`src/rtl/pmcd_pkg.sv`:
```
// Constants, types and helpers shared by the power mode and clock logic
package pmcd_pkg;

    // ------------------------------------------------------------
    // Power modes
    // ------------------------------------------------------------
    typedef enum logic [2:0]
    {
        PM_FULL_ON    = 3'h0,
        PM_ACTIVE     = 3'h1,
        PM_SLEEP      = 3'h2,
        PM_DEEP_SLEEP = 3'h3,
        PM_HIBERNATE  = 3'h4,
        PM_PROC_RESET = 3'h5
    } pmcd_mode_t;

    // ------------------------------------------------------------
    // Wake causes
    // ------------------------------------------------------------
    typedef enum logic [2:0]
    {
        WK_NONE  = 3'h0,
        WK_RESET = 3'h1,
        WK_RTC   = 3'h2,
        WK_CAN   = 3'h3,
        WK_GP    = 3'h4,
        WK_IRQ   = 3'h5
    } pmcd_wake_t;

    // ------------------------------------------------------------
    // Multiplier, in half steps: code 1 is 0.5x, code 128 is 64x
    // ------------------------------------------------------------
    localparam int MULT_W = 8;
    localparam logic [MULT_W-1:0] MULT_MIN = 8'h01;
    localparam logic [MULT_W-1:0] MULT_MAX = 8'h80;
    localparam logic [MULT_W-1:0] MULT_RESET = 8'h14;

    // ------------------------------------------------------------
    // Divider select fields
    // ------------------------------------------------------------
    localparam int PDIV_W = 4;
    localparam int CDIV_W = 2;
    localparam logic [PDIV_W-1:0] PDIV_ILLEGAL = 4'h0;
    localparam logic [PDIV_W-1:0] PDIV_RESET = 4'h5;
    localparam logic [CDIV_W-1:0] CDIV_RESET = 2'h0;
    localparam logic [PDIV_W-1:0] RATIO_ONE = 4'h1;

    // ------------------------------------------------------------
    // Regulator control
    // ------------------------------------------------------------
    localparam int REGULATOR_FIELD_A_W = 2;
    localparam int LVL_W = 4;
    localparam int MV_W = 11;
    localparam logic [REGULATOR_FIELD_A_W-1:0] REGULATOR_FIELD_A_OFF = 2'h0;
    localparam logic [REGULATOR_FIELD_A_W-1:0] REGULATOR_FIELD_A_RESET = 2'h3;
    localparam logic [LVL_W-1:0] LVL_RESET = 4'h9;
    localparam logic [MV_W-1:0] VR_BASE_MV = 11'h320;
    localparam logic [MV_W-1:0] VR_STEP_MV = 11'h032;
    localparam logic [MV_W-1:0] VR_ZERO_MV = 11'h000;

    // ------------------------------------------------------------
    // Timing
    // ------------------------------------------------------------
    localparam int CLK_HZ = 20_000_000;
    localparam int PROC_RST_NS = 1000;
    localparam int PROC_RST_CYC =
        (PROC_RST_NS * (CLK_HZ / 1_000_000) + 999) / 1000;
    localparam int RST_CNT_W = 6;

    // ------------------------------------------------------------
    // Pin synchroniser layout
    // ------------------------------------------------------------
    localparam int SYN_W = 5;
    localparam int SYN_RST = 4;
    localparam int SYN_RTC = 3;
    localparam int SYN_CAN = 2;
    localparam int SYN_GP = 1;
    localparam int SYN_IRQ = 0;
    localparam logic [SYN_W-1:0] SYN_RESET_VAL = 5'h10;

    // Core divide code to ratio 1, 2, 4, 8
    function automatic logic [PDIV_W-1:0] core_ratio(
        input logic [CDIV_W-1:0] sel);
        core_ratio = RATIO_ONE << sel;
    endfunction : core_ratio

    // Voltage target for a level code
    function automatic logic [MV_W-1:0] level_mv(
        input logic [LVL_W-1:0] lvl);
        level_mv = VR_BASE_MV + MV_W'(lvl) * VR_STEP_MV;
    endfunction : level_mv

endpackage : pmcd_pkg

```
`src/rtl/pmcd_clk_div.sv`:
```
// Glitch-free divider producing a one-cycle clock enable
`timescale 1ns/1ns
module pmcd_clk_div
(
    // Clock and reset
    input wire logic ref_clk_i,
    input wire logic resetn_i,
    // Control
    input wire logic run_i,
    input wire logic bypass_i,
    input wire logic [pmcd_pkg::PDIV_W-1:0] ratio_i,
    // Derived enable
    output logic tick_o
);

    logic [pmcd_pkg::PDIV_W-1:0] cnt_reg;
    logic [pmcd_pkg::PDIV_W-1:0] ratio_reg;
    logic tick_reg;
    wire logic period_end;
    wire logic boundary;

    assign period_end = (cnt_reg == ratio_reg - pmcd_pkg::RATIO_ONE);
    // Ratio changes at the end of a whole period, or while stopped or bypassed
    assign boundary = period_end | ~run_i | bypass_i;
    assign tick_o = tick_reg;

    always_ff @(posedge ref_clk_i)
    begin
        if (!resetn_i)
        begin
            cnt_reg <= '0;
            ratio_reg <= pmcd_pkg::RATIO_ONE;
            tick_reg <= 1'b0;
        end
        else
        begin
            tick_reg <= run_i & (bypass_i | period_end);
            if (boundary)
            begin
                cnt_reg <= '0;
                ratio_reg <= ratio_i;
            end
            else
            begin
                cnt_reg <= cnt_reg + pmcd_pkg::RATIO_ONE;
            end
        end
    end

endmodule : pmcd_clk_div

```
`src/rtl/pmcd_top.sv`:
```
// Power mode controller with PLL multiplier and clock dividers
`timescale 1ns/1ns
module pmcd_top
(
    // Clock and reset
    input wire logic ref_clk_i,
    input wire logic resetn_i,
    // Pins and wake events from outside the clock domain
    input wire logic ext_resetn_i,
    input wire logic rtc_wake_i,
    input wire logic can_wake_i,
    input wire logic gp_wake_i,
    input wire logic irq_wake_i,
    // Mode request
    input wire logic mode_req_i,
    input wire logic [2:0] mode_sel_i,
    input wire logic pll_bypass_i,
    // Regulator control write
    input wire logic vr_wr_i,
    input wire logic [pmcd_pkg::REGULATOR_FIELD_A_W-1:0] regulator_field_a_i,
    input wire logic [pmcd_pkg::LVL_W-1:0] vr_level_i,
    // Multiplier and divider writes
    input wire logic pll_wr_i,
    input wire logic [pmcd_pkg::MULT_W-1:0] pll_mult_i,
    input wire logic div_wr_i,
    input wire logic [pmcd_pkg::PDIV_W-1:0] periph_div_select_i,
    input wire logic [pmcd_pkg::CDIV_W-1:0] core_div_select_i,
    // Mode status
    output logic [2:0] mode_o,
    output logic [2:0] wake_cause_o,
    output logic proc_reset_o,
    output logic boot_start_o,
    output logic cfg_err_o,
    // Clock enables
    output logic core_clk_en_o,
    output logic periph_clk_en_o,
    // PLL and divider state
    output logic pll_enable_o,
    output logic pll_bypassed_o,
    output logic [pmcd_pkg::MULT_W-1:0] pll_mult_o,
    output logic [pmcd_pkg::MULT_W-1:0] pll_mult_pend_o,
    output logic [pmcd_pkg::PDIV_W-1:0] periph_div_select_o,
    output logic [pmcd_pkg::CDIV_W-1:0] core_div_select_o,
    // Regulator and pins
    output logic regulator_on_o,
    output logic [pmcd_pkg::REGULATOR_FIELD_A_W-1:0] regulator_field_a_o,
    output logic [pmcd_pkg::MV_W-1:0] core_supply_mv_o,
    output logic pin_hiz_o,
    output logic async_block_o
);

    // ------------------------------------------------------------
    // Declarations
    // ------------------------------------------------------------
    pmcd_pkg::pmcd_mode_t mode_reg;
    pmcd_pkg::pmcd_mode_t mode_next;
    pmcd_pkg::pmcd_wake_t cause_next;
    logic [pmcd_pkg::SYN_W-1:0] syn1_reg;
    logic [pmcd_pkg::SYN_W-1:0] syn2_reg;
    logic [pmcd_pkg::RST_CNT_W-1:0] rst_cnt_reg;
    logic [2:0] cause_reg;
    logic [pmcd_pkg::MULT_W-1:0] mult_reg;
    logic [pmcd_pkg::MULT_W-1:0] mult_pend_reg;
    logic [pmcd_pkg::PDIV_W-1:0] pdiv_reg;
    logic [pmcd_pkg::CDIV_W-1:0] cdiv_reg;
    logic [pmcd_pkg::REGULATOR_FIELD_A_W-1:0] regulator_field_a_reg;
    logic [pmcd_pkg::LVL_W-1:0] lvl_reg;
    logic [pmcd_pkg::MV_W-1:0] mv_reg;
    logic boot_reg;
    logic err_reg;
    logic preset_reg;
    logic pll_en_reg;
    logic byp_reg;
    logic reg_on_reg;
    logic hiz_reg;
    logic blk_reg;

    wire logic rst_pin;
    wire logic rtc_ev;
    wire logic can_ev;
    wire logic gp_ev;
    wire logic irq_ev;
    wire logic running;
    wire logic rst_done;
    wire logic req_legal;
    wire logic vr_off_req;
    wire logic mult_legal;
    wire logic pdiv_legal;
    wire logic cfg_bad;
    wire logic enter_full;
    wire logic core_run;
    wire logic periph_run;
    wire logic div_bypass;
    wire logic [pmcd_pkg::PDIV_W-1:0] core_ratio_w;

    // ------------------------------------------------------------
    // Pin synchronisers
    // ------------------------------------------------------------
    always_ff @(posedge ref_clk_i)
    begin
        if (!resetn_i)
        begin
            syn1_reg <= pmcd_pkg::SYN_RESET_VAL;
            syn2_reg <= pmcd_pkg::SYN_RESET_VAL;
        end
        else
        begin
            syn1_reg <= {ext_resetn_i, rtc_wake_i, can_wake_i,
                         gp_wake_i, irq_wake_i};
            syn2_reg <= syn1_reg;
        end
    end

    assign rst_pin = ~syn2_reg[pmcd_pkg::SYN_RST];
    assign rtc_ev = syn2_reg[pmcd_pkg::SYN_RTC];
    assign can_ev = syn2_reg[pmcd_pkg::SYN_CAN];
    assign gp_ev = syn2_reg[pmcd_pkg::SYN_GP];
    assign irq_ev = syn2_reg[pmcd_pkg::SYN_IRQ];

    // ------------------------------------------------------------
    // Request decoding
    // ------------------------------------------------------------
    assign running = (mode_reg == pmcd_pkg::PM_FULL_ON) |
                     (mode_reg == pmcd_pkg::PM_ACTIVE);
    assign req_legal = mode_req_i & running &
                       (mode_sel_i <= 3'(pmcd_pkg::PM_DEEP_SLEEP));
    assign vr_off_req = vr_wr_i & running &
                        (regulator_field_a_i == pmcd_pkg::REGULATOR_FIELD_A_OFF);
    assign mult_legal = (pll_mult_i >= pmcd_pkg::MULT_MIN) &
                        (pll_mult_i <= pmcd_pkg::MULT_MAX);
    assign pdiv_legal = (periph_div_select_i != pmcd_pkg::PDIV_ILLEGAL);
    assign cfg_bad = (mode_req_i & ~req_legal) |
                     (pll_wr_i & ~(mult_legal & running)) |
                     (div_wr_i & ~(pdiv_legal & running));
    assign rst_done = ~rst_pin &
        (rst_cnt_reg == pmcd_pkg::RST_CNT_W'(pmcd_pkg::PROC_RST_CYC - 1));
    assign enter_full = (mode_next == pmcd_pkg::PM_FULL_ON) &
                        (mode_reg != pmcd_pkg::PM_FULL_ON);

    // ------------------------------------------------------------
    // Mode next state
    // ------------------------------------------------------------
    always_comb
    begin
        mode_next = mode_reg;
        cause_next = pmcd_pkg::WK_NONE;
        case (mode_reg)
            pmcd_pkg::PM_FULL_ON,
            pmcd_pkg::PM_ACTIVE:
            begin
                if (rst_pin)
                begin
                    mode_next = pmcd_pkg::PM_PROC_RESET;
                    cause_next = pmcd_pkg::WK_RESET;
                end
                else if (vr_off_req)
                    mode_next = pmcd_pkg::PM_HIBERNATE;
                else if (req_legal)
                    mode_next = pmcd_pkg::pmcd_mode_t'(mode_sel_i);
            end
            pmcd_pkg::PM_SLEEP:
            begin
                if (rst_pin)
                begin
                    mode_next = pmcd_pkg::PM_PROC_RESET;
                    cause_next = pmcd_pkg::WK_RESET;
                end
                else if (irq_ev | rtc_ev | can_ev | gp_ev)
                begin
                    mode_next = pll_bypass_i ? pmcd_pkg::PM_ACTIVE
                                             : pmcd_pkg::PM_FULL_ON;
                    cause_next = rtc_ev ? pmcd_pkg::WK_RTC
                                        : pmcd_pkg::WK_IRQ;
                end
            end
            pmcd_pkg::PM_DEEP_SLEEP:
            begin
                if (rst_pin)
                begin
                    mode_next = pmcd_pkg::PM_PROC_RESET;
                    cause_next = pmcd_pkg::WK_RESET;
                end
                else if (rtc_ev)
                begin
                    mode_next = pmcd_pkg::PM_ACTIVE;
                    cause_next = pmcd_pkg::WK_RTC;
                end
            end
            pmcd_pkg::PM_HIBERNATE:
            begin
                if (rst_pin | rtc_ev | can_ev | gp_ev)
                    mode_next = pmcd_pkg::PM_PROC_RESET;
                if (rst_pin)
                    cause_next = pmcd_pkg::WK_RESET;
                else if (rtc_ev)
                    cause_next = pmcd_pkg::WK_RTC;
                else if (can_ev)
                    cause_next = pmcd_pkg::WK_CAN;
                else if (gp_ev)
                    cause_next = pmcd_pkg::WK_GP;
            end
            pmcd_pkg::PM_PROC_RESET:
            begin
                if (rst_done)
                    mode_next = pmcd_pkg::PM_FULL_ON;
            end
            default:
                mode_next = pmcd_pkg::PM_FULL_ON;
        endcase
    end

    // ------------------------------------------------------------
    // Mode register and reset counter
    // ------------------------------------------------------------
    always_ff @(posedge ref_clk_i)
    begin
        if (!resetn_i)
        begin
            mode_reg <= pmcd_pkg::PM_FULL_ON;
            cause_reg <= 3'(pmcd_pkg::WK_NONE);
            rst_cnt_reg <= '0;
        end
        else
        begin
            mode_reg <= mode_next;
            if (cause_next != pmcd_pkg::WK_NONE)
                cause_reg <= 3'(cause_next);
            if (mode_reg != pmcd_pkg::PM_PROC_RESET || rst_pin)
                rst_cnt_reg <= '0;
            else
                rst_cnt_reg <= rst_cnt_reg + pmcd_pkg::RST_CNT_W'(1'b1);
        end
    end

    // ------------------------------------------------------------
    // Multiplier and divider settings
    // ------------------------------------------------------------
    always_ff @(posedge ref_clk_i)
    begin
        if (!resetn_i || mode_reg == pmcd_pkg::PM_PROC_RESET)
        begin
            mult_reg <= pmcd_pkg::MULT_RESET;
            mult_pend_reg <= pmcd_pkg::MULT_RESET;
            pdiv_reg <= pmcd_pkg::PDIV_RESET;
            cdiv_reg <= pmcd_pkg::CDIV_RESET;
        end
        else
        begin
            if (pll_wr_i && mult_legal && running)
                mult_pend_reg <= pll_mult_i;
            if (enter_full)
                mult_reg <= mult_pend_reg;
            if (div_wr_i && pdiv_legal && running)
            begin
                pdiv_reg <= periph_div_select_i;
                cdiv_reg <= core_div_select_i;
            end
        end
    end

    // ------------------------------------------------------------
    // Regulator control
    // ------------------------------------------------------------
    always_ff @(posedge ref_clk_i)
    begin
        if (!resetn_i || mode_reg == pmcd_pkg::PM_PROC_RESET)
        begin
            regulator_field_a_reg <= pmcd_pkg::REGULATOR_FIELD_A_RESET;
            lvl_reg <= pmcd_pkg::LVL_RESET;
        end
        else if (vr_wr_i && running)
        begin
            regulator_field_a_reg <= regulator_field_a_i;
            lvl_reg <= vr_level_i;
        end
    end

    // ------------------------------------------------------------
    // Derived clock enables
    // ------------------------------------------------------------
    // core stopped outside running modes, peripheral also runs in sleep
    assign core_run = (mode_reg == pmcd_pkg::PM_FULL_ON) |
                      (mode_reg == pmcd_pkg::PM_ACTIVE);
    assign periph_run = core_run | (mode_reg == pmcd_pkg::PM_SLEEP);
    assign div_bypass = (mode_reg == pmcd_pkg::PM_ACTIVE);
    assign core_ratio_w = pmcd_pkg::core_ratio(cdiv_reg);

    pmcd_clk_div u_core_div
    (
        .ref_clk_i(ref_clk_i),
        .resetn_i(resetn_i),
        .run_i(core_run),
        .bypass_i(div_bypass),
        .ratio_i(core_ratio_w),
        .tick_o(core_clk_en_o)
    );

    pmcd_clk_div u_periph_div
    (
        .ref_clk_i(ref_clk_i),
        .resetn_i(resetn_i),
        .run_i(periph_run),
        .bypass_i(div_bypass),
        .ratio_i(pdiv_reg),
        .tick_o(periph_clk_en_o)
    );

    // ------------------------------------------------------------
    // Status outputs
    // ------------------------------------------------------------
    always_ff @(posedge ref_clk_i)
    begin
        if (!resetn_i)
        begin
            boot_reg <= 1'b0;
            err_reg <= 1'b0;
            preset_reg <= 1'b0;
            pll_en_reg <= 1'b1;
            byp_reg <= 1'b0;
            reg_on_reg <= 1'b1;
            hiz_reg <= 1'b0;
            blk_reg <= 1'b0;
            mv_reg <= pmcd_pkg::level_mv(pmcd_pkg::LVL_RESET);
        end
        else
        begin
            boot_reg <= (mode_reg == pmcd_pkg::PM_PROC_RESET) & rst_done;
            err_reg <= cfg_bad;
            preset_reg <= (mode_next == pmcd_pkg::PM_PROC_RESET);
            pll_en_reg <= (mode_next != pmcd_pkg::PM_DEEP_SLEEP) &
                          (mode_next != pmcd_pkg::PM_HIBERNATE);
            byp_reg <= (mode_next == pmcd_pkg::PM_ACTIVE);
            reg_on_reg <= (mode_next != pmcd_pkg::PM_HIBERNATE);
            hiz_reg <= (mode_next == pmcd_pkg::PM_HIBERNATE);
            blk_reg <= (mode_next == pmcd_pkg::PM_DEEP_SLEEP);
            if (mode_next == pmcd_pkg::PM_HIBERNATE)
                mv_reg <= pmcd_pkg::VR_ZERO_MV;
            else
                mv_reg <= pmcd_pkg::level_mv(lvl_reg);
        end
    end

    assign mode_o = 3'(mode_reg);
    assign wake_cause_o = cause_reg;
    assign proc_reset_o = preset_reg;
    assign boot_start_o = boot_reg;
    assign cfg_err_o = err_reg;
    assign pll_enable_o = pll_en_reg;
    assign pll_bypassed_o = byp_reg;
    assign pll_mult_o = mult_reg;
    assign pll_mult_pend_o = mult_pend_reg;
    assign periph_div_select_o = pdiv_reg;
    assign core_div_select_o = cdiv_reg;
    assign regulator_on_o = reg_on_reg;
    assign regulator_field_a_o = regulator_field_a_reg;
    assign core_supply_mv_o = mv_reg;
    assign pin_hiz_o = hiz_reg;
    assign async_block_o = blk_reg;

endmodule : pmcd_top

```
`config.mk`:
```
export PLATFORM = sky130hd
export DESIGN_NAME = pmcd_top
export DESIGN_NICKNAME = d
export VERILOG_FILES = /design/src/rtl/pmcd_pkg.sv /design/src/rtl/pmcd_clk_div.sv /design/src/rtl/pmcd_top.sv
export SDC_FILE = /design/constraint.sdc
export NUM_CORES = 1
export LEC_CHECK = 0
export ABC_AREA = 1
export ABC_CLOCK_PERIOD_IN_PS = 2580
export BUFFER_PORTS_ARGS = -buffer_cell sky130_fd_sc_hd__buf_2
export CORE_ASPECT_RATIO = 0.5
export CORE_MARGIN = 4
export CORE_UTILIZATION = 54
export DETAILED_ROUTE_END_ITERATION = 12
export GPL_ROUTABILITY_DRIVEN = 0
export GPL_TIMING_DRIVEN = 0
export PLACE_DENSITY = 0.8
export REMOVE_ABC_BUFFERS = 1
export SYNTH_ARGS = -nofsm -noshare
export SYNTH_HDL_FRONTEND = slang
export SYNTH_SLANG_ARGS = --single-unit
```
`constraint.sdc`:
```
create_clock -name ref_clk_i -period 2.58 [get_ports ref_clk_i]
set_clock_uncertainty 0.05 [all_clocks]
set_input_delay 0.258 -clock ref_clk_i [delete_from_list [all_inputs] [get_ports ref_clk_i]]
set_output_delay 0.258 -clock ref_clk_i [all_outputs]
set_load 0.02 [all_outputs]
```
* After elaboration in Yosys (flattened, before gate mapping)
Index checks and enable logic that the tools add are counted.
** Storage, ports and cells
- Flip-flop bits (word level) :: 87
- Bits of input ports :: 35
- Output and inout port bits :: 51
- Logic and storage cells :: 134
** Operators by class
- $add $sub $neg :: 6
- $mul :: 1
- Order comparisons :: 3
- Equality and inequality tests :: 15
- Shift operators :: 1
- Muxes and demuxes :: 23
- Bitwise gates (word level) :: 39
- Reductions and logical operators :: 19
** Operator list (count)
- 3-bit 2-to-1 mux :: 16
- 1-bit bitwise AND :: 16
- 1-bit bitwise OR :: 16
- 3-bit one-hot mux with 5 select lines :: 1
- 3-bit == test (second input constant) :: 4
- 3-bit one-hot mux with 4 select lines :: 1
- 10-bit by 10-bit adder with 11-bit output (first input constant) :: 1
- 11-bit 2-to-1 mux :: 1
- 2-bit OR reduction :: 5
- 3-bit by 2-bit == test with 1-bit output (second input constant) :: 3
- 4-bit by 5-bit multiplier with 9-bit output (second input constant) :: 1
- 4-bit by 1-bit adder with 4-bit output (second input constant) :: 2
- 4-bit == test :: 2
- 8-bit by 1-bit greater-or-equal comparator with 1-bit output (second input constant) :: 1
- 8-bit less-or-equal comparator (second input constant) :: 1
- 4-bit by 1-bit subtractor with 4-bit output (second input constant) :: 2
- 1-bit inverter :: 7
- 6-bit by 1-bit adder with 6-bit output (second input constant) :: 1
- 3-bit by 1-bit == test with 1-bit output (second input constant) :: 2
- 6-bit by 5-bit == test with 1-bit output (second input constant) :: 1
- 3-bit logical NOT :: 2
- 3-bit inequality test (second input constant) :: 2
- 3-bit nonzero test :: 2
- 1-bit logical AND :: 5
- 9 further kinds :: 12

* Longest topological paths before layout
Gate-level depths: netlist (run 1).
- Word-level depth :: 10
- Gate-level depth with buffers :: 13
- Depth with buffers taken out :: 12

* By module
A second synthesis (run 1) with hierarchy kept.
** Second synthesis, totals
- Cells, all modules :: 556
- Area, all modules :: 4026.4 um2
** By module, submodules not included
- pmcd_top :: times used 1, cells each 390, area each 2917.8 um2, seq. area each 1361.3 um2
- pmcd_clk_div :: times used 2, cells each 83, area each 554.3 um2, seq. area each 180.2 um2

* Least setup slack after synthesis (run 1)
No wires, ideal clock.
- Path type :: flip-flop to flip-flop
- Start :: register lvl_reg[0] (netlist bit)
- End :: register mv_reg, in the netlist core_supply_mv_o[9]
- Library setup time :: 0.113 ns
- Arrival time :: 1.859 ns
- Required time :: 2.417 ns
- Path slack :: 0.558 ns
- Cell stages (with the launch flop) :: 12
- Path buffers :: 0
- Clock period less this slack :: 2.022 ns
- Cell sequence :: dfxtp_1 -> ha_1 -> ha_1 -> inv_1 -> fa_1 -> inv_1 -> ha_1 -> nand3_1 -> nand2_1 -> xor2_1 -> inv_1 -> nor2_1
** Between the ends
- Cells in the longest elaborated chain, start to end :: 2
** Ends and longest elaborated chain
- start, declared :: line pmcd_top.sv:67 : logic [pmcd_pkg::LVL_W-1:0] lvl_reg;
- start signal, assigned :: line pmcd_top.sv:269 : lvl_reg <= pmcd_pkg::LVL_RESET;
- start signal, assigned :: line pmcd_top.sv:274 : lvl_reg <= vr_level_i;
- 4-bit by 5-bit multiplier with 9-bit output :: line pmcd_pkg.sv:90 : level_mv = VR_BASE_MV + MV_W'(lvl) * VR_STEP_MV;
- 10-bit by 10-bit adder with 11-bit output :: line pmcd_pkg.sv:90
- end signal, assigned :: line pmcd_top.sv:323 : mv_reg <= pmcd_pkg::level_mv(pmcd_pkg::LVL_RESET);
- end signal, assigned :: line pmcd_top.sv:337 : mv_reg <= pmcd_pkg::VR_ZERO_MV;
- end signal, assigned :: line pmcd_top.sv:339 : mv_reg <= pmcd_pkg::level_mv(lvl_reg);
- end, declared :: line pmcd_top.sv:68 : logic [pmcd_pkg::MV_W-1:0] mv_reg;
No other way between the ends.
A chain may end at the register's enable or synchronous reset.

* Worst setup path after layout (run 1)
- Start :: register mode_reg[2] (netlist: mode_o[2])
- End :: register cdiv_reg, in the netlist core_div_select_o[1]
** Between the ends
- Cells in the longest elaborated chain, start to end :: 3
- Elaborated cells between the ends (all ways) :: 6
- Classes of those cells :: eq/ne (2); bitwise (1); reduce/logical (3)
** Ends and longest elaborated chain
- start, declared :: line pmcd_top.sv:55 : pmcd_pkg::pmcd_mode_t mode_reg;
- start signal, assigned :: line pmcd_top.sv:219 : mode_reg <= pmcd_pkg::PM_FULL_ON;
- start signal, assigned :: line pmcd_top.sv:225 : mode_reg <= mode_next;
- 3-bit by 1-bit == test with 1-bit output or 3-bit logical NOT (tied branches) :: line pmcd_top.sv:124, pmcd_top.sv:123
- 1-bit bitwise OR :: line pmcd_top.sv:123 : assign running = (mode_reg == pmcd_pkg::PM_FULL_ON) |
- 1-bit logical AND :: line pmcd_top.sv:253 : if (div_wr_i && pdiv_legal && running)
- end signal, assigned :: line pmcd_top.sv:245 : cdiv_reg <= pmcd_pkg::CDIV_RESET;
- end signal, assigned :: line pmcd_top.sv:256 : cdiv_reg <= core_div_select_i;
- end, declared :: line pmcd_top.sv:65 : logic [pmcd_pkg::CDIV_W-1:0] cdiv_reg;
Parallel ways exist; a longest one is shown, timed or not.

==> results of run 1 <==
[worst max-delay path, stage by stage, from the launching register on]
cell      delay, ps
dfxtp_1         640
inv_2           140
nor3_2          240
inv_1           110
nand2_1         100
clkinv_1        560
o21ai_0         290
a21oi_1          60
[metal layers]
metal,global-route usage,vias up,wire length (um)
li1,-,1743,-
met1,0.243,1485,3650
met2,0.361,79,4020
met3,0.0711,8,614
met4,0.0628,0,77
met5,0,-,0
[cells in the mapped netlist (all sizes together)]
cell type	count
a21oi	24
o211ai	3
nand4	13
or2	4
nor2	79
ha	15
inv	69
clkinv	2
conb	1
fa	1
xor2	9
nand3b	1
nand2	102
nor3	8
o21ai	20
nand3	34
a211oi	3
dfxtp	86
buf	5
xnor2	11
a31oi	2
clkbuf	5
[power groups by stage]
stage          registers (mW)  clock network, mW  logic, mW
2_1_floorplan            1.83                  0      0.849
4_1_cts                  1.66               1.52       1.37
3_3_place_gp             1.68                  0       1.30
3_5_place_dp             1.69                  0       1.35
6_report                 1.66               1.49       1.36
5_1_grt                  1.68               1.58       1.54
[area by class of cell]
cell class	count	area share
repair buffers	84	0.0902
clock inverters	3	0.0193
inverters	71	0.0583
flip-flops and latches	86	0.369
clock buffers	13	0.0558
multi-input cells	330	0.382
well taps	92	0.0247
[per-stage QoR]
step                cell area [um^2]  total power [mW]  cells   util  setup WS, ps
CTS                             4660              4.55    679  0.688           256
global placement                4310              2.99    663  0.636           331
floorplan                       3770              2.68    487      -           558
detailed placement              4310              3.04    663  0.636           292
global route                    4660              4.81    679  0.688          8.47
finish                          4660              4.51    679  0.688           259
[cells by family after synthesis]
logic type                 Yosys count  synth area share
other                                1          0.000979
DFF                                 86             0.450
AOI/OAI and AO/OA                   52            0.0735
adders and majority gates           16            0.0542
xor gates and xnor gates            20            0.0457
buffers and inverters               81            0.0853
and+or+nand+nor                    241             0.291
[worst max-delay path by stage]
stage	start	to	slack [ps]	cells past startpoint
finish	mode_o[2]	core_div_select_o[1]	260	7
CTS	mode_o[2]	core_div_select_o[1]	260	7
floorplan	lvl_reg[0]	core_supply_mv_o[9]	560	11
detailed placement	mode_o[2]	core_div_select_o[1]	290	7
global route	mode_o[2]	lvl_reg[1]	8	7
global placement	mode_o[2]	pll_mult_pend_o[6]	330	7
==> results.toml, run 1 <==
[pwr]
ir_worst_vdd_mv = 0.605
seqPwrFrac = 0.368
clkPwrFrac = 0.331
power_frac_comb = 0.301
cellPowerDensity_nw_per_um2 = 969
switching_share = 0.329
p_sw_mw = 1.49
intPower_mw = 3.03
p_leak_nw = 2.33

[route]
vias_per_cell = 4.88
wl_um = 8360
drt_iter0_markers = 206
drtPass1Iterations = 5
drc = 0
ant_nets = 0
avgRoutedWirePerCell_um = 12.3
vias = 3315

[finish]
multi_input_area_um2 = 1780
ff_latch_area_um2 = 1720
finalNetCount = 633
largest_register_ffs = 10
fillers = 576
final_cell_mix = "nand2_1, dfxtp_1, buf_2, nor2_1, inv_1"
syn_to_final_growth_pct = 21.7
drive_above_1_share = 0.218
final_common_cell = "nand2_1"
insertedDiodeCount = 0

[critical_path]
r2r_cells = 7
worstSetupStartpointType = "register"
cp-end-kind = "register"
path_class = "register to register"
r2r-end = "core_div_select_o[1]"
r2r_start = "mode_o[2]"
worstPathMaxFanout = 27
cp.arrival_ps = 2490
rrSetupSlack_ps = 260
worstPathRequired_ps = 2750

[job]
drv_cap = 0

[synthesis]
yosys.cell_types.count = 36
netlist_instances = 497
avgSynthCellArea_um2 = 7.71
synth_top_area_cell = "dfxtp_1"
syn_area_um2 = 3830
synth_area_leaders = "dfxtp_1, nand2_1, nor2_1, inv_1, ha_1"
synth_top_area_share = 0.450
ys_seq_area_frac = 0.450
ys_seq_elements = 86
yosys_warnings = 0

[timing]
worst_pin_slew_ps = 689
final-max-slew-violation-count = 0
fmax_ghz = 0.431
max_slew_margin = 0.538
hold_viol_final = 0
final-setup-viol-count = 0
rsz0062_at_grt = "false"
timing.hold.ws_ps = 49.1
tns_ps = 0
period_share = 0.900
period_minus_slack_ps = 2320

[die]
die_h_um = 67.6
start_util = 0.565
boundaryPins = 86
std_cell_rows = 21
core_area_um2 = 6780
dieArea_um2 = 8590
die_w_um = 127

[grt]
grt_start_max_net_pins = 28
overflow = 0
grt_pass1_vias = 3106
antenna_found_initial = 0
grt_util_all_layers = 0.206
grt_pass1_wl_um = 13800

[placement]
portBuffers = 84
dpl.hpwl_um = 6240

[cts]
h-tree-depth = 3
cts_tree = "done"
cts-resized-gates = 0
cts_setup_buffers = 0
clock_path_buffers = 2
root_buffer = "clkbuf_16"
numCtsBuffers = 9
path_clk_slew_ps = 60
worstSkewPairLatency_ps = 340
cts_sinks = 86
ctsHoldBuffers = 0

[worst_hold_path]
hold_start = "can_wake_i"
hp-class = "primary input to register"
whs_endpoint = "syn1_reg[2]"
hold_depth = 3

[run_status]
outcome = "complete, no violations"
Note: power is estimated with default switching activity, not from simulation.
==> inputs of run 2 (changes only) <==
CORE_MARGIN = not set   (was 4)
==> run 2 against run 1 <==
Total power decreased by 0.71%. Largest power group unchanged. Fmax is 7.0% higher. Non-clock buffer count did not move. First-iteration DRC count shrank 18%. Largest cell class unchanged. Count of clock-buffer cells in the layout grew 1. Design area increased by 0.16%. Die area is 13% lower. Global-route usage up 2.2 points. Core utilization rose by 0.11 points. Cell count unchanged. Sequential share of layout area is 0.059 points lower.
==> results.toml, run 2 (same netlist as run 1, synthesis figures left out) <==
[cts]
root_buffer = "clkbuf_16"
path_clk_slew_ps = 60
h-tree-depth = 3
worstSkewPairLatency_ps = 340
cts_tree = "done"
clock_path_buffers = 2
numCtsBuffers = 9
cts_sinks = 86

[timing]
worst_pin_slew_ps = 550
final-max-slew-violation-count = 0
hold_viol_final = 0
tns_ps = 0
max_slew_margin = 0.631
final-setup-viol-count = 0
period_share = 0.841
period_minus_slack_ps = 2170
fmax_ghz = 0.461
rsz0062_at_grt = "false"

[die]
boundaryPins = 86
start_util = 0.565
die_h_um = 61.6
std_cell_rows = 21
core_area_um2 = 6780
die_w_um = 121
dieArea_um2 = 7450

[grt]
grt_util_all_layers = 0.228
grt_start_max_net_pins = 28
grt_pass1_wl_um = 12800
grt_pass1_vias = 2882
overflow = 0
antenna_found_initial = 0

[route]
avgRoutedWirePerCell_um = 11.6
drtPass1Iterations = 5
vias = 3287
wl_um = 7890
drt_iter0_markers = 169
ant_nets = 0
drc = 0
vias_per_cell = 4.84

[critical_path]
worstPathMaxFanout = 4
path_class = "register to register"
cp-end-kind = "register"
r2r_start = "lvl_reg[0]"
worstSetupStartpointType = "register"
cp.arrival_ps = 2360
worstPathRequired_ps = 2760
critPathLaunch = "lvl_reg[0]"
rrSetupSlack_ps = 410

[finish]
final_common_cell = "nand2_1"
insertedDiodeCount = 0
largest_register_ffs = 10
finalNetCount = 633
fillers = 580
syn_to_final_growth_pct = 21.9
drive_above_1_share = 0.223
final_cell_mix = "nand2_1, dfxtp_1, buf_2, nor2_1, inv_1"
fin_util = 0.689

[worst_hold_path]
hold_start = "can_wake_i"
hp-class = "primary input to register"

[pwr]
cellPowerDensity_nw_per_um2 = 960
p_leak_nw = 2.34
ir_worst_vdd_mv = 0.420

[job]
drv_cap = 0

[placement]
portBuffers = 84
dpl.hpwl_um = 5860

[run_status]
outcome = "complete, no violations"
run 2: cell types whose count changed in the layout (fill, tap and decap cells not counted):
cell / before / now
clkbuf_8: 2 / 5
clkinv_1: 2 / 1
bufinv_16: 3 / 2
clkinvlp_4: 0 / 1
clkbuf_1: 2 / 0
run 2: cell type report:
class	count	area, um^2	share of cell area
clock buffers	14	294	0.0630
clock inverters	2	60.1	0.0129
inverters	71	275	0.0590
multi-input cells	330	1780	0.382
flip-flops and latches	86	1720	0.369
well taps	92	115	0.0247
repair buffers	84	420	0.0901
run 2: power breakdown:
group,switching [mW],internal (mW),total (mW)
clock,0.497,0.979,1.48
combinational,0.853,0.492,1.35
sequential,0.123,1.54,1.66
run 2: metrics by stage:
stage	total power [mW]	hold slack (ps)	instance area (um^2)	std cells	setup slack, ps
4_1_cts	4.52	38.6	4660	679	302
3_5_place_dp	3.03	346	4310	663	344
2_1_floorplan	2.68	299	3770	487	558
3_3_place_gp	2.98	344	4310	663	338
5_1_grt	4.78	53.6	4670	679	199
6_report	4.48	45.5	4670	679	410
run 2: routing by layer:
metal | share of wire | global-route usage
met1 | 0.46 | 0.283
met2 | 0.48 | 0.384
met3 | 0.058 | 0.0667
met4 | 0.0048 | 0.0917
met5 | 0 | 0
run 2: final timing paths:
path / end / cells after the start
worst min-delay path: syn1_reg[2] / 3
worst min register to register: syn2_reg[2] / 2
worst max register to register: core_supply_mv_o[8] / 10
worst max-delay path: core_supply_mv_o[8] / 10
run 2: critical path, cell delays in order, from the launching register on:
cell,delay [ps]
dfxtp_1,340
ha_1,290
ha_1,170
inv_1,70
fa_1,420
or2_2,330
nand2_1,110
nor2_1,60
xor2_1,150
inv_1,60
nor2_1,40
run 2: what timing repair did:
action                     4_1_cts  5_1_grt
hold buffers                     0        0
buffers inserted                 0        0
setup endpoints to repair        0        3
resized for setup                0        1
==> inputs of run 3 (changes only) <==
ABC_AREA = 0   (was 1)
ABC_CLOCK_PERIOD_IN_PS = 2000   (was 2580)
CORE_UTILIZATION = 53   (was 54)
PLACE_DENSITY = 0.79   (was 0.8)
clock period = 2 ns   (was 2.58 ns; I/O delays follow)
==> run 3 against run 2 <==
The flow now finishes with violations (negative setup slack). First-iteration DRC count up 7.7%. Core utilization up 7.3 points. Design area up 3.7%. Sequential power up 23%. Register-to-register slack worse by 460 ps. Worst hold slack worse by 31 ps. Largest power group unchanged.
==> results.toml, run 3 <==
[run_status]
outcome = "finished with violations"
violations = "negative setup slack"

[timing]
rsz0062_at_grt = "true"
max_slew_margin = 0.618
period_minus_slack_ps = 2050
hold_viol_final = 0
fin_ws_ps = -47.3
worst_pin_slew_ps = 573
fmax_ghz = 0.488
period_share = 1.02
final-setup-viol-count = 3
final-max-slew-violation-count = 0

[critical_path]
worstPathRequired_ps = 2210
crit_slowest_cell = "fa_2"
r2r_start = "lvl_reg[1]"
path_class = "register to register"
worstSetupStartpointType = "register"
cp_common_cell = "ha_4"
crit_chain = "ha_4, ha_4, inv_2, fa_2, inv_2, ha_4, nand2_2, nand2_2, xnor2_2, nor3_1"
worstPathMaxFanout = 3
critPathLaunch = "lvl_reg[1]"
worst_path_largest_cell_delay_ps = 520
cp.arrival_ps = 2250
cp-end-kind = "register"

[placement]
dpl.hpwl_um = 5320
placed_area_um2 = 4100
portBuffers = 84

[finish]
final_cell_mix = "buf_2, dfxtp_1, nand2_1, nor2_1, nand3_1"
finalNetCount = 553
largest_register_ffs = 10
syn_to_final_growth_pct = 32.8
multi_input_area_um2 = 2010
drive_above_1_share = 0.349
insertedDiodeCount = 0
fin_area_um2 = 4840
ff_latch_area_um2 = 1740
final_common_cell = "buf_2"
fin_util = 0.762
fillers = 438

[synthesis]
ys_top_cells_by_count = "dfxtp_1, nand2_1, nor2_1"
yosys.cell_types.count = 54
synth_top_area_cell = "dfxtp_1"
synthArstFlopShare = 0
synth_top_area_share = 0.472
synth.most_common_cell = "dfxtp_1"
yosys_warnings = 0
synth_flop_cell = "dfxtp_1"
ys_seq_elements = 86
synth_area_leaders = "dfxtp_1, nand2_1, ha_1, xnor2_1, nand3_1"
ys_seq_area_frac = 0.472
synth_edf_count = 0
netlist_instances = 407
syn_area_um2 = 3650
avgSynthCellArea_um2 = 8.96

[job]
drv_cap = 0

[grt]
grt_start_max_net_pins = 34
grt_pass1_vias = 2772
grt_util_all_layers = 0.238
antenna_found_initial = 0
grt_pass1_wl_um = 13100
overflow = 0

[cts]
cts_sinks = 86
worstSkewPairLatency_ps = 340
path_clk_slew_ps = 60
numCtsBuffers = 9
h-tree-depth = 3
clock_path_buffers = 2
cts_tree = "done"
root_buffer = "clkbuf_16"

[die]
std_cell_rows = 20
boundaryPins = 86
die_h_um = 60.7
die_w_um = 119
start_util = 0.574
dieArea_um2 = 7240
core_area_um2 = 6360

[route]
drt_iter0_markers = 182
avgRoutedWirePerCell_um = 14.2
vias_per_cell = 5.31
wl_um = 8420
vias = 3162
drtPass1Iterations = 4
drc = 0
ant_nets = 0

[pwr]
ir_worst_vdd_mv = 0.503
p_leak_nw = 2.08
cellPowerDensity_nw_per_um2 = 1100
finalPower_mw = 5.31

[worst_hold_path]
hold_start = "irq_wake_i"
hp-class = "primary input to register"
[run 3: cell types whose count changed after synthesis, sizes merged, moves of 5 or more]
cell,before,now
mux2i,0,11
xnor2,11,21
and2,0,12
nor2,79,38
inv,69,19
nand4,13,1
nand2b,0,5
nand2,102,52
clkbuf,5,13
a21oi,24,15
and3,0,5
[run 3: stage by stage]
| stage | setup WS [ps] | std cells | hold slack, ps | setup TNS, ps |
|---|---|---|---|---|
| 2_1_floorplan | -251 | 386 | 223 | -4100 |
| 3_3_place_gp | -1510 | 558 | 331 | -34520 |
| 3_5_place_dp | -614 | 559 | 341 | -15890 |
| 4_1_cts | -42.2 | 585 | 7.69 | -109 |
| 5_1_grt | -111 | 595 | 4.81 | -828 |
| 6_report | -47.3 | 595 | 14.6 | -72.6 |
[run 3: routing by layer]
layer / part of all wire / global-route usage
met5: 0 / 0
met4: 0.014 / 0.0643
met3: 0.050 / 0.0761
met2: 0.50 / 0.424
met1: 0.44 / 0.286
[run 3: kinds of logic (layout without fill, tap and decap cells)]
group / after synthesis / after routing / synth area share
AOI/OAI and AO/OA: 50 / 50 / 0.0875
buffers and inverters: 41 / 140 / 0.0470
xor gates and xnor gates: 27 / 27 / 0.0648
muxes: 11 / 11 / 0.0302
other: 1 / 1 / 0.00103
DFF: 86 / 86 / 0.472
adders and majority gates: 16 / 16 / 0.0569
and+or+nand+nor: 175 / 176 / 0.240
[run 3: report_power, final]
part           total (mW)  internal [mW]  switching (mW)
sequential           2.05           1.90           0.142
clock                1.75           1.10           0.651
combinational        1.51          0.689           0.821
total                5.31           3.70            1.61
[run 3: area by class of cell]
type | instances | share of cell area
timing repair buffer | 104 | 0.121
clock buffer | 14 | 0.0587
inverter | 20 | 0.0158
sequential | 86 | 0.360
multi-input combinational | 281 | 0.414
clock inverter | 2 | 0.00775
tap | 88 | 0.0227
[run 3: timing repair]
item,in CTS,in global routing
gates resized for setup,43,22
setup endpoints to repair,45,37
pin swaps,21,17
gates cloned,1,0
setup buffers,8,10
endpoints found under the hold margin,1,0
hold buffers,1,0
[run 3: worst paths after layout]
path	slack, ps	end	cells past startpoint
worst max-delay path	-50	core_supply_mv_o[9]	10
worst min-delay path	10	syn1_reg[0]	2
worst min register to register	360	syn2_reg[4]	1
worst max register to register	-50	core_supply_mv_o[9]	10
[run 3: worst max-delay path, delay by kind of cell, from the launching register on]
kind	cells	cell delay (ps)
DFF	1	360
buffers and inverters	2	90
adders and majority gates	4	1080
xor gates and xnor gates	1	140
and+or+nand+nor	3	240
